--- config.mk ---
export PLATFORM = sky130hd
export DESIGN_NAME = vds_table_access
export DESIGN_NICKNAME = d
export VERILOG_FILES = /design/src/pkg/vds_pkg.sv /design/src/pkg/vds_mem_if.sv /design/src/vds_prio_mem.sv /design/src/vds_vlan_match.sv /design/src/vds_table_access.sv
export SDC_FILE = /design/constraint.sdc
export NUM_CORES = 1
export LEC_CHECK = 0
export BUFFER_PORTS_ARGS = -buffer_cell sky130_fd_sc_hd__buf_2
export CAP_MARGIN = 30
export CORE_ASPECT_RATIO = 1.2
export CORE_MARGIN = 4
export CORE_UTILIZATION = 35
export CTS_BUF_LIST = sky130_fd_sc_hd__clkbuf_2 sky130_fd_sc_hd__clkbuf_4 sky130_fd_sc_hd__clkbuf_8
export DETAILED_ROUTE_END_ITERATION = 6
export SYNTH_ARGS = -nofsm -noshare
export SYNTH_HDL_FRONTEND = slang
export SYNTH_HIERARCHICAL = 1
export SYNTH_SLANG_ARGS = --single-unit
export TNS_END_PERCENT = 20
--- constraint.sdc ---
create_clock -name mclk -period 2.4 [get_ports mclk]
set_clock_uncertainty 0.1 [all_clocks]
set_input_delay 0.12 -clock mclk [delete_from_list [all_inputs] [get_ports mclk]]
set_output_delay 0.12 -clock mclk [all_outputs]
set_load 0.005 [all_outputs]
--- src/pkg/vds_pkg.sv ---
// vds_pkg: register numbers, field layouts, reset values and states shared by the
// vlan / priority table access block.
// assumes a management port that addresses registers by their register number.
package vds_pkg;
    // ---------------------------------------------------------------
    // register numbers
    // ---------------------------------------------------------------
    localparam logic [15:0] REG_VLAN_READ_VALUE      = 16'h180e;
    localparam logic [15:0] REG_VLAN_COMMAND_STATE   = 16'h1810;
    localparam logic [15:0] REG_PRIO_TABLE_COMMAND   = 16'h1811;
    localparam logic [15:0] REG_PRIO_TABLE_WRITE_VAL = 16'h1812;
    localparam logic [15:0] REG_PRIO_TABLE_READ_VAL  = 16'h1813;
    localparam logic [15:0] REG_PRIO_TABLE_CMD_STATE = 16'h1814;
    // ---------------------------------------------------------------
    // field layouts
    // ---------------------------------------------------------------
    localparam int          CMD_W         = 8;
    localparam int          CMD_READ_POS  = 7;
    localparam int          INDEX_W       = 6;
    localparam logic [7:0]  CMD_WMASK     = 8'hbf;
    localparam int          PRIO_W        = 3;
    localparam int          PEND_POS      = 0;
    localparam int          VL_ENTRY_W    = 18;
    localparam int          VID_W         = 12;
    localparam int          VL_UNTAG0_POS = 12;
    localparam int          VL_MEMBER0_POS = 13;
    localparam int          VL_STRIDE     = 2;
    localparam int          VL_PORTS      = 3;
    localparam int          VL_ENTRIES    = 16;
    localparam int          VL_INDEX_W    = 4;
    localparam logic [17:0] PVID_MASK     = 18'h07fff;
    // ---------------------------------------------------------------
    // reset values
    // ---------------------------------------------------------------
    localparam logic [7:0]  CMD_RST       = 8'h00;
    localparam logic [2:0]  PRIO_RST      = 3'h0;
    localparam logic [17:0] VL_ENTRY_RST  = 18'h00000;

    typedef enum logic [1:0] {VDS_IDLE, VDS_ACCESS, VDS_DONE} vds_phase_e;
endpackage : vds_pkg

--- src/pkg/vds_mem_if.sv ---
// vds_mem_if: command port and lookup port of the priority table memory.
// assumes one clock shared by both ends.
`timescale 1ns/1ps
`default_nettype none
interface vds_mem_if #(
    parameter int AW = 6,
    parameter int DW = 3
);
    logic          we;
    logic [AW-1:0] addr;
    logic [DW-1:0] wdata;
    logic [DW-1:0] rq;
    logic [AW-1:0] lk_addr;
    logic [DW-1:0] lk_q;

    modport ctrl (output we, output addr, output wdata, output lk_addr,
                  input rq, input lk_q);
    modport mem  (input we, input addr, input wdata, input lk_addr,
                  output rq, output lk_q);
endinterface : vds_mem_if
`default_nettype wire

--- src/vds_prio_mem.sv ---
// vds_prio_mem: priority table storage, one write/read port and one lookup port.
// assumes contents start undefined; no reset reaches the array.
`timescale 1ns/1ps
`default_nettype none
module vds_prio_mem #(
    parameter int AW = 6,
    parameter int DW = 3
) (
    input wire logic mclk,
    vds_mem_if.mem   bus
);
    logic [DW-1:0] mem_r [0:(1<<AW)-1];

    // no reset on the array or its outputs
    always_ff @(posedge mclk) begin
        if (bus.we) begin
            mem_r[bus.addr] <= bus.wdata;
        end
        bus.rq   <= mem_r[bus.addr];
        bus.lk_q <= mem_r[bus.lk_addr];
    end
endmodule : vds_prio_mem
`default_nettype wire

--- src/vds_vlan_match.sv ---
// vds_vlan_match: finds the vlan entry whose id equals the looked-up id.
// assumes entries of id zero are disabled; lowest index wins on duplicates.
`timescale 1ns/1ps
`default_nettype none
module vds_vlan_match #(
    parameter int ENTRIES = 16
) (
    input  wire logic [ENTRIES-1:0][17:0] table_in,
    input  wire logic [11:0]              vid,
    output logic                          hit,
    output logic [2:0]                    member,
    output logic [2:0]                    untag
);
    function automatic logic [2:0] pick(input logic [17:0] e, input int base);
        logic [2:0] r;
        r = '0;
        for (int p = 0; p < vds_pkg::VL_PORTS; p++) begin
            r[p] = e[base + p * vds_pkg::VL_STRIDE];
        end
        return r;
    endfunction : pick

    always_comb begin
        hit    = 1'b0;
        member = '0;
        untag  = '0;
        for (int i = ENTRIES - 1; i >= 0; i--) begin
            if (vid != 12'h000 && table_in[i][vds_pkg::VID_W-1:0] == vid) begin
                hit    = 1'b1;
                member = pick(table_in[i], vds_pkg::VL_MEMBER0_POS);
                untag  = pick(table_in[i], vds_pkg::VL_UNTAG0_POS);
            end
        end
    end
endmodule : vds_vlan_match
`default_nettype wire

--- src/vds_table_access.sv ---
// vds_table_access: indirect access to the vlan and priority tables plus the
// per-packet vlan and priority lookups that consume them.
// assumes a management port with one-cycle read/write strobes addressed by
// register number; vlan command fields arrive as plain ports.
`timescale 1ns/1ps
`default_nettype none
module vds_table_access #(
    parameter int VL_ENTRIES = 16,
    parameter int INDEX_W    = 6,
    parameter int PRIO_W     = 3
) (
    input  wire logic        mclk,
    input  wire logic        rst,
    // management port
    input  wire logic [15:0] reg_addr,
    input  wire logic        reg_wr,
    input  wire logic        reg_rd,
    input  wire logic [31:0] reg_wdata,
    output logic      [31:0] reg_rdata_q,
    output logic             reg_rvalid_q,
    // vlan command fields
    input  wire logic        vlan_cmd_start,
    input  wire logic        vlan_cmd_read,
    input  wire logic        default_id_table_select,
    input  wire logic [3:0]  vlan_cmd_index,
    input  wire logic [17:0] vlan_write_value,
    output logic      [17:0] vlan_read_value_q,
    // per-packet vlan lookup
    input  wire logic        lookup_valid,
    input  wire logic [11:0] lookup_vid,
    input  wire logic [1:0]  lookup_port,
    input  wire logic [2:0]  admit_outsider_ports,
    input  wire logic [2:0]  egress_port_kind,
    output logic             lookup_valid_q,
    output logic             vlan_admit_q,
    output logic      [2:0]  vlan_egress_q,
    output logic      [2:0]  vlan_strip_q,
    // priority lookup
    input  wire logic [INDEX_W-1:0] tos_index,
    output logic      [PRIO_W-1:0]  rx_priority
);
    // ---------------------------------------------------------------
    // state
    // ---------------------------------------------------------------
    typedef struct packed {
        vds_pkg::vds_phase_e             ds_phase;
        logic [7:0]                      ds_cmd;
        logic [PRIO_W-1:0]               ds_wr;
        logic [PRIO_W-1:0]               ds_rd;
        logic                            ds_pend;
        vds_pkg::vds_phase_e             vl_phase;
        logic                            vl_pend;
        logic                            vl_read;
        logic                            vl_sel;
        logic [3:0]                      vl_index;
        logic [17:0]                     vl_wval;
        logic [17:0]                     vl_rd;
        logic [VL_ENTRIES-1:0][17:0]     vl_tbl;
        logic [2:0][17:0]                pvid;
        logic [31:0]                     rdata;
        logic                            rvalid;
        logic                            lk_valid;
        logic                            admit;
        logic [2:0]                      egress;
        logic [2:0]                      strip;
    } vds_state_s;

    vds_state_s q;
    vds_state_s d;

    vds_mem_if #(.AW(INDEX_W), .DW(PRIO_W)) mem_bus ();

    logic       m_hit;
    logic [2:0] m_member;
    logic [2:0] m_untag;
    logic       rx_member;
    logic       rx_untag;
    logic       rx_outsider;

    // ---------------------------------------------------------------
    // submodules
    // ---------------------------------------------------------------
    vds_prio_mem #(.AW(INDEX_W), .DW(PRIO_W)) u_mem (
        .mclk (mclk),
        .bus  (mem_bus)
    );

    vds_vlan_match #(.ENTRIES(VL_ENTRIES)) u_match (
        .table_in (q.vl_tbl),
        .vid      (lookup_vid),
        .hit      (m_hit),
        .member   (m_member),
        .untag    (m_untag)
    );

    assign rx_member   = (lookup_port < 2'd3) ? m_member[lookup_port] : 1'b0;
    assign rx_untag    = (lookup_port < 2'd3) ? m_untag[lookup_port] : 1'b0;
    assign rx_outsider = (lookup_port < 2'd3) ? admit_outsider_ports[lookup_port] : 1'b0;

    // ---------------------------------------------------------------
    // next state
    // ---------------------------------------------------------------
    always_comb begin
        d              = q;
        d.rvalid       = 1'b0;
        d.lk_valid     = lookup_valid;
        mem_bus.we      = 1'b0;
        mem_bus.addr    = q.ds_cmd[INDEX_W-1:0];
        mem_bus.wdata   = q.ds_wr;
        mem_bus.lk_addr = tos_index;

        // priority table sequencing
        case (q.ds_phase)
            vds_pkg::VDS_ACCESS: begin
                mem_bus.we = ~q.ds_cmd[vds_pkg::CMD_READ_POS];
                d.ds_phase = vds_pkg::VDS_DONE;
            end
            vds_pkg::VDS_DONE: begin
                if (q.ds_cmd[vds_pkg::CMD_READ_POS]) begin
                    d.ds_rd = mem_bus.rq;
                end
                d.ds_pend  = 1'b0;
                d.ds_phase = vds_pkg::VDS_IDLE;
            end
            default: begin
                d.ds_phase = vds_pkg::VDS_IDLE;
            end
        endcase

        // register writes
        if (reg_wr) begin
            if (reg_addr == vds_pkg::REG_PRIO_TABLE_COMMAND) begin
                if (!q.ds_pend) begin
                    d.ds_cmd   = reg_wdata[7:0] & vds_pkg::CMD_WMASK;
                    d.ds_pend  = 1'b1;
                    d.ds_phase = vds_pkg::VDS_ACCESS;
                end
            end else if (reg_addr == vds_pkg::REG_PRIO_TABLE_WRITE_VAL) begin
                d.ds_wr = reg_wdata[PRIO_W-1:0];
            end
        end

        // vlan table sequencing
        case (q.vl_phase)
            vds_pkg::VDS_ACCESS: begin
                if (!q.vl_read) begin
                    if (!q.vl_sel) begin
                        d.vl_tbl[q.vl_index] = q.vl_wval;
                    end else if (q.vl_index < 4'd3) begin
                        d.pvid[q.vl_index[1:0]] = q.vl_wval & vds_pkg::PVID_MASK;
                    end
                end
                d.vl_phase = vds_pkg::VDS_DONE;
            end
            vds_pkg::VDS_DONE: begin
                if (q.vl_read) begin
                    if (!q.vl_sel) begin
                        d.vl_rd = q.vl_tbl[q.vl_index];
                    end else if (q.vl_index < 4'd3) begin
                        d.vl_rd = q.pvid[q.vl_index[1:0]];
                    end else begin
                        d.vl_rd = vds_pkg::VL_ENTRY_RST;
                    end
                end
                d.vl_pend  = 1'b0;
                d.vl_phase = vds_pkg::VDS_IDLE;
            end
            default: begin
                if (vlan_cmd_start) begin
                    d.vl_pend  = 1'b1;
                    d.vl_read  = vlan_cmd_read;
                    d.vl_sel   = default_id_table_select;
                    d.vl_index = vlan_cmd_index;
                    d.vl_wval  = vlan_write_value;
                    d.vl_phase = vds_pkg::VDS_ACCESS;
                end
            end
        endcase

        // per-packet vlan lookup
        d.admit  = lookup_valid & m_hit & (rx_member | rx_outsider);
        d.egress = (lookup_valid & m_hit) ? m_member : 3'h0;
        d.strip  = (lookup_valid & m_hit & rx_untag) ? (m_member & egress_port_kind)
                                                      : 3'h0;

        // register reads, reserved bits read as zero
        if (reg_rd) begin
            d.rvalid = 1'b1;
            if (reg_addr == vds_pkg::REG_VLAN_READ_VALUE) begin
                d.rdata = {14'h0000, q.vl_rd};
            end else if (reg_addr == vds_pkg::REG_VLAN_COMMAND_STATE) begin
                d.rdata = {31'h00000000, q.vl_pend};
            end else if (reg_addr == vds_pkg::REG_PRIO_TABLE_COMMAND) begin
                d.rdata = {24'h000000, q.ds_cmd};
            end else if (reg_addr == vds_pkg::REG_PRIO_TABLE_WRITE_VAL) begin
                d.rdata = {29'h00000000, q.ds_wr};
            end else if (reg_addr == vds_pkg::REG_PRIO_TABLE_READ_VAL) begin
                d.rdata = {29'h00000000, q.ds_rd};
            end else if (reg_addr == vds_pkg::REG_PRIO_TABLE_CMD_STATE) begin
                d.rdata = {31'h00000000, q.ds_pend};
            end else begin
                d.rdata = 32'h00000000;
            end
        end
    end

    // ---------------------------------------------------------------
    // registers
    // ---------------------------------------------------------------
    always_ff @(posedge mclk) begin
        if (rst) begin
            q        <= '0;
            q.ds_cmd <= vds_pkg::CMD_RST;
            q.ds_wr  <= vds_pkg::PRIO_RST;
            q.ds_rd  <= vds_pkg::PRIO_RST;
            q.vl_rd  <= vds_pkg::VL_ENTRY_RST;
            q.vl_tbl <= {VL_ENTRIES{vds_pkg::VL_ENTRY_RST}};
            q.pvid   <= {3{vds_pkg::VL_ENTRY_RST}};
        end else begin
            q <= d;
        end
    end

    assign reg_rdata_q       = q.rdata;
    assign reg_rvalid_q      = q.rvalid;
    assign vlan_read_value_q = q.vl_rd;
    assign lookup_valid_q    = q.lk_valid;
    assign vlan_admit_q      = q.admit;
    assign vlan_egress_q     = q.egress;
    assign vlan_strip_q      = q.strip;
    assign rx_priority       = mem_bus.lk_q;

    logic cmd_take;
    assign cmd_take = reg_wr && reg_addr == vds_pkg::REG_PRIO_TABLE_COMMAND && !q.ds_pend;
endmodule : vds_table_access
`default_nettype wire

# == Word-level counts from Yosys, hierarchy flattened ==
# Memories as Yosys holds them, arrays and structs flattened. A register that Yosys moved wholly into a read port is not among the register bits.
# Cells that the tools add are included.
# totals
ff_bits,430
ram_bits,192
output_inout_bits,62
n_memories,1
# memory_table
memory,words,width,rd,rd_clocked_by_memory_dff,write_ports,line,text
u_mem.mem_r,64,3,2,2,1,vds_prio_mem.sv:12,logic [DW-1:0] mem_r [0:(1<<AW)-1];
# classes
n_lt_le_gt_ge,7
n_eq_ne,26
n_mux,92
n_bitwise,14
n_reduce_logical,32
# op_table
cell,n
bitwise mux 288 bit,1
== test 12 bit,16
two-way mux 18 bit,7
two-way mux 3 bit,36
== test 16 x 13 -> 1 bit (second input constant),6
binary-select mux 18 bit (select 4 bit),1
demux 18 bit (select 4 bit),1
bitwise mux 54 bit,1
binary-select mux 18 bit (select 2 bit),1
demux 18 bit (select 2 bit),1
two-way mux 1 bit,31
two-way mux 27 bit,1
two-way mux 10 bit,2
logical AND 1 bit,18
two-way mux 8 bit,2
two-way mux 13 bit,1
nonzero test 12 bit,1
inverter 1 bit,9
AND reduction 3 bit,3
AND reduction 2 bit,4
binary-select mux 1 bit (select 2 bit),3
less-than comparator 2 x 3 -> 1 bit (second input constant),2
OR reduction 2 bit,3
less-than comparator 4 x 5 -> 1 bit (second input constant),1
other kinds (15),19

# == Depth between registers and ports, before layout ==
# logic_depth
ltp_word,24
ltp_mapped,15

# == Modules after synthesis ==
# Netlist, hierarchy kept.
# modules_own_cells
mod,instances,cells_each,area_each_um2,seq_area_each_um2
vds_table_access,1,2200,18311.3,8428.1
vds_prio_mem,1,595,9555.4,5885.6
vds_vlan_match,1,448,3339.5,0.0

# == Least setup slack after synthesis ==
# No wires, ideal clock.
# synth_timing
kind,input to register
startpoint,in lookup_vid[1]
endpoint,"reg q, in the netlist vlan_strip_q[0]"
setup_time_ns,0.116
arrival_time_ns,2.402
required_ns,2.184
slack_ns,-0.218
path_stages,12
path_buffers,3
path_cell_list,buf_4 nor4_1 and3_2 buf_6 nor4_1 buf_2 or4_1 nor3_1 nand4b_1 and2_1 and2_1 and3_1
# synth_lines
element,line,text
"start, declared",vds_table_access.sv:30,"input wire logic [11:0] lookup_vid,"
== test 12 bit / nonzero test 12 bit (equally long branches),vds_vlan_match.sv:28,if (vid != 12'h000 && table_in[i][vds_pkg::VID_W-1:0] == vid) begin
logical AND 1 bit,vds_vlan_match.sv:28,
two-way mux 1 bit (15 in series),vds_vlan_match.sv:28,
two-way mux 1 bit (*),vds_vlan_match.sv:28,
net m_hit,vds_table_access.sv:73,logic m_hit;
bitwise AND 1 bit (*) (2 in series),vds_table_access.sv:183,d.strip = (lookup_valid & m_hit & rx_untag) ? (m_member & egress_port_kind)
inverter 1 bit (no line) (*),n/a,
OR reduction 2 bit (no line) (*),n/a,
"end, declared",vds_table_access.sv:68,vds_state_s q;
# Mark *: on every way through the listed nets, which the timed path passes. The rest lies on a longest branch. The select of a mux whose other input is x is not followed.
# A chain may end at the register's enable or synchronous reset.

# == Worst setup path after layout ==
# layout_timing
startpoint,reg q[336] (netlist name)
endpoint,"reg q, in the netlist vlan_strip_q[0]"
# layout_between
elab_chain_len,22
# layout_lines
element,line,text
== test 12 bit,vds_vlan_match.sv:28,
logical AND 1 bit,vds_vlan_match.sv:28,
two-way mux 3 bit (14 in series),vds_vlan_match.sv:28,
net m_untag[0],vds_table_access.sv:75,logic [2:0] m_untag;
binary-select mux 1 bit (select 2 bit),vds_table_access.sv:97,assign rx_untag = (lookup_port < 2'd3) ? m_untag[lookup_port] : 1'b0;
two-way mux 1 bit (not written as such),vds_table_access.sv:97,
two-way mux 1 bit,vds_table_access.sv:97,
bitwise AND 1 bit,vds_table_access.sv:183,
inverter 1 bit (no line),n/a,
OR reduction 2 bit (no line),n/a,
# The timed path passes the listed nets, and every way through them passes these cells. The select of a mux whose other input is x is not followed.

==> results.sh <==
export IMPL_synth_top_family_by_area="simple AND/OR/NAND/NOR gates"
export IMPL_crit_family="simple AND/OR/NAND/NOR gates"
export IMPL_synth_avg_cell_area_um2=9.62
export IMPL_ios=166
export IMPL_synth_edf_count=192
export IMPL_ys_types=83
export IMPL_period_share_pct=122
export IMPL_hold_viol_final=0
export IMPL_violations="negative setup slack"
export IMPL_busiest_layer="met2"
export IMPL_max_freq_mhz=340
export IMPL_synth_seq_area_share_pct=45.9
export IMPL_hold_start="reg_addr[3]"
export IMPL_clk_latency_ns=0.77
export IMPL_maxSlewHeadroom_pct=35.5
export IMPL_gp_congestion=0.932
export IMPL_crit_cells=14
export IMPL_dp_hpwl_um=83200
export IMPL_grt_pass1_vias=27000
export IMPL_antenna_found_initial=9
export IMPL_clkSinkCount=619
export IMPL_reg2reg_depth=14
export IMPL_track_usage_pct=23.8
export IMPL_stdcell_area_mm2=0.0400
export IMPL_die_height_um=335
export IMPL_cp_arrival_ns=3.48
export IMPL_r2r_slack_ns=-0.54
export IMPL_initial_core_util_pct=35.4
export IMPL_cp_start_kind="flop"
export IMPL_fp_dieW_um=281
export IMPL_cts_buffers_inserted=106
export IMPL_rows=119
export IMPL_leakage_nw=14.0
export IMPL_yosys_area_share_simple_pct=17.0
export IMPL_cpPeakStageDelay_ns=0.38
export IMPL_mostFrequentLayoutCell="nand2_1"
export IMPL_route_detailed_drc=0
export IMPL_clockBufferDepth=3
export IMPL_min_to="reg_rdata_q[2]"
export IMPL_place_ws_ns=-1.03
export IMPL_viasPerCell=5.42
export IMPL_worstPathMaxFanout=5
export IMPL_drt_iter0_markers=2521
export IMPL_cp_cell_sequence="xor2_1, nor4_2, buf_4, nand4_1, buf_4, nand2b_4, o221ai_2, nor2_2, a2111oi_4, o21ai_1, mux2i_1, o21ai_1, and2_4, and3_4"
export IMPL_setup_tns_ns=-3.28
export IMPL_cts_htree_levels=3
export IMPL_grt_pass1_wl_um=170000
export IMPL_yosys_area_share_xor_xnor_pct=5.39
export IMPL_grt_setup_unrepaired="true"
export IMPL_period_needed_ns=2.94
export IMPL_slowest_stage="nor4_2"
export IMPL_path_buf_inv=2
export IMPL_cts_root_buf="clkbuf_8"
export IMPL_slew_viol_final=0
export IMPL_hold_path_class="in -> reg"
export IMPL_cp_end_kind="flop"
export IMPL_fp_coreArea_mm2=0.0881
export IMPL_fin_nets=3886
export IMPL_r2r_start="q[336]"
export IMPL_vdd_drop_max_mv=0.470
export IMPL_ys_flop_type="dfxtp_1"
export IMPL_hold_path_depth=5
export IMPL_cap_violations=0
export IMPL_synth_compound_area_share_pct=10.9
export IMPL_synth_area_mm2=0.0312
export IMPL_met3_usage_pct=4.23
export IMPL_grtUsageMet1_pct=28.2
export IMPL_yosys_warnings=6
export IMPL_setup_viol=10
export IMPL_numPortBuffers=126
export IMPL_wl_per_cell_um=22.9
export IMPL_worst_pin_slew_ns=0.966
export IMPL_die_area_mm2=0.0940
export IMPL_areaGrowthSynthToFinish_pct=28.1
export IMPL_layout_setup_ws_ns=-0.539
export IMPL_final_cell_mix="nand2_1, buf_4, dfxtp_1"
export IMPL_drive_gt1_share_pct=29.3
export IMPL_grt_max_degree=106
export IMPL_totalPowerFinal_w=0.0236
export IMPL_synth_cells=3243
export IMPL_place_area_mm2=0.0360
export IMPL_p_per_area_mw_per_mm2=591
export IMPL_vias=27200
export IMPL_clkTransAtPathRegs_ns=0.06
export IMPL_path_class="reg -> reg"
export IMPL_ys_ff_latch=619
export IMPL_r2r_end="vlan_strip_q[0]"
export IMPL_async_flop_share_pct=0
export IMPL_overflow=0
export IMPL_cts_tree="built"
export IMPL_totalWireLength_um=115000
export IMPL_use_met2_pct=41.4
export IMPL_outcome="finished, violations left"
export IMPL_required_ns=2.94
export IMPL_first_pass_iters=6
export IMPL_synth_adder_area_share_pct=0.0802
export IMPL_synthMuxAreaShare_pct=14.8
export IMPL_postRouteAntennaNets=0
[worst max-delay path by stage]
stage | from | to | slack, ns
floorplan | q[348] | vlan_admit_q | -0.13
global route | q[336] | vlan_strip_q[0] | -0.60
finish | q[336] | vlan_strip_q[0] | -0.54
detailed placement | lookup_vid[7] | vlan_strip_q[0] | -1.03
global placement | lookup_vid[5] | vlan_strip_q[2] | -0.94
CTS | q[332] | vlan_admit_q | -0.50
[what timing repair did]
action / 4_1_cts / 5_1_grt
hold buffers: 89 / 0
endpoints found under the hold margin: 167 / 0
pin swaps: 31 / 12
setup buffers: 12 / 0
resized for setup: 67 / 36
setup endpoints to repair: 97 / 27
[flip-flops by register name, indices dropped and copies added (netlist names)]
signal and count:
q 367, u_mem/mem_r 192, reg_rdata_q 18, vlan_read_value_q 18, mem_bus.addr 6, mem_bus.wdata 3, u_mem/bus.lk_q 3, u_mem/bus.rq 3
vlan_egress_q 3, vlan_strip_q 3, lookup_valid_q 1, reg_rvalid_q 1, vlan_admit_q 1
[logic make-up (layout without fill, tap and decap cells)]
logic type | count (synthesis) | in the layout
AO/OA/AOI/OAI | 582 | 582
XOR/XNOR | 192 | 192
adder cells (fa/ha/maj) | 2 | 2
buffers and inverters | 329 | 938
flip-flops | 619 | 619
multiplexers | 308 | 308
other | 1 | 21
AND/OR/NAND/NOR | 1210 | 1210
[power by group]
group	total, W	switching (W)	internal [W]
Clock	0.0108	0.00469	0.00607
Sequential	0.0109	0.0000911	0.0108
Combinational	0.00201	0.00121	0.000797
Total	0.0236	0.00599	0.0176
[stage by stage]
stage / std cells / hold slack [ns] / utilization [%]
final: 5021 / 0.0391 / 45.3
after detailed placement: 4721 / 0.269 / 40.9
after global routing: 5017 / 0.0832 / 45.3
after floorplan: 3256 / 0.122 / -
after CTS: 5014 / 0.00114 / 45.1
after global placement: 4721 / 0.255 / 40.9
[synthesized netlist by cell type, types with 32 or more instances]
| library cell | count | area share, % |
|---|---|---|
| nand2_1 | 699 | 8.4 |
| dfxtp_1 | 427 | 27 |
| a21oi_1 | 360 | 5.8 |
| nor2_1 | 216 | 2.6 |
| edfxtp_1 | 192 | 18 |
| clkbuf_1 | 126 | 1.5 |
| mux2i_1 | 126 | 4.0 |
| xnor2_1 | 120 | 3.4 |
| mux4_2 | 112 | 8.1 |
| buf_4 | 78 | 1.9 |
| buf_2 | 72 | 1.2 |
| xor2_1 | 72 | 2.0 |
| mux2_2 | 67 | 2.4 |
| nor3_1 | 55 | 0.88 |
| o21ai_0 | 52 | 0.83 |
| nor2b_1 | 37 | 0.74 |
| nand4_1 | 36 | 0.72 |
| nand3_1 | 32 | 0.51 |
[worst min-delay path, delay by kind of cell]
kind            cells  cell delay (ns)
compound gates      2             0.26
buf+inv             1             0.14
simple gates        2             0.35
[per-layer routing]
layer	share of wire, %	vias up
met5	0.011	-
met4	5.7	2
met3	6.9	364
met2	49	1171
met1	38	13200
li1	-	12500
[area by class of cell]
type	instances	area, um2
Multi-Input combinational cell	2308	15600
Sequential cell	619	14300
Tap cell	1149	1440
Antenna cell	7	17.5
Clock inverter	37	435
Fill cell	8345	48200
Clock buffer	156	1970
Inverter	19	71.3
Timing Repair Buffer	726	6070
No activity file was read; power rests on OpenSTA's default activity.
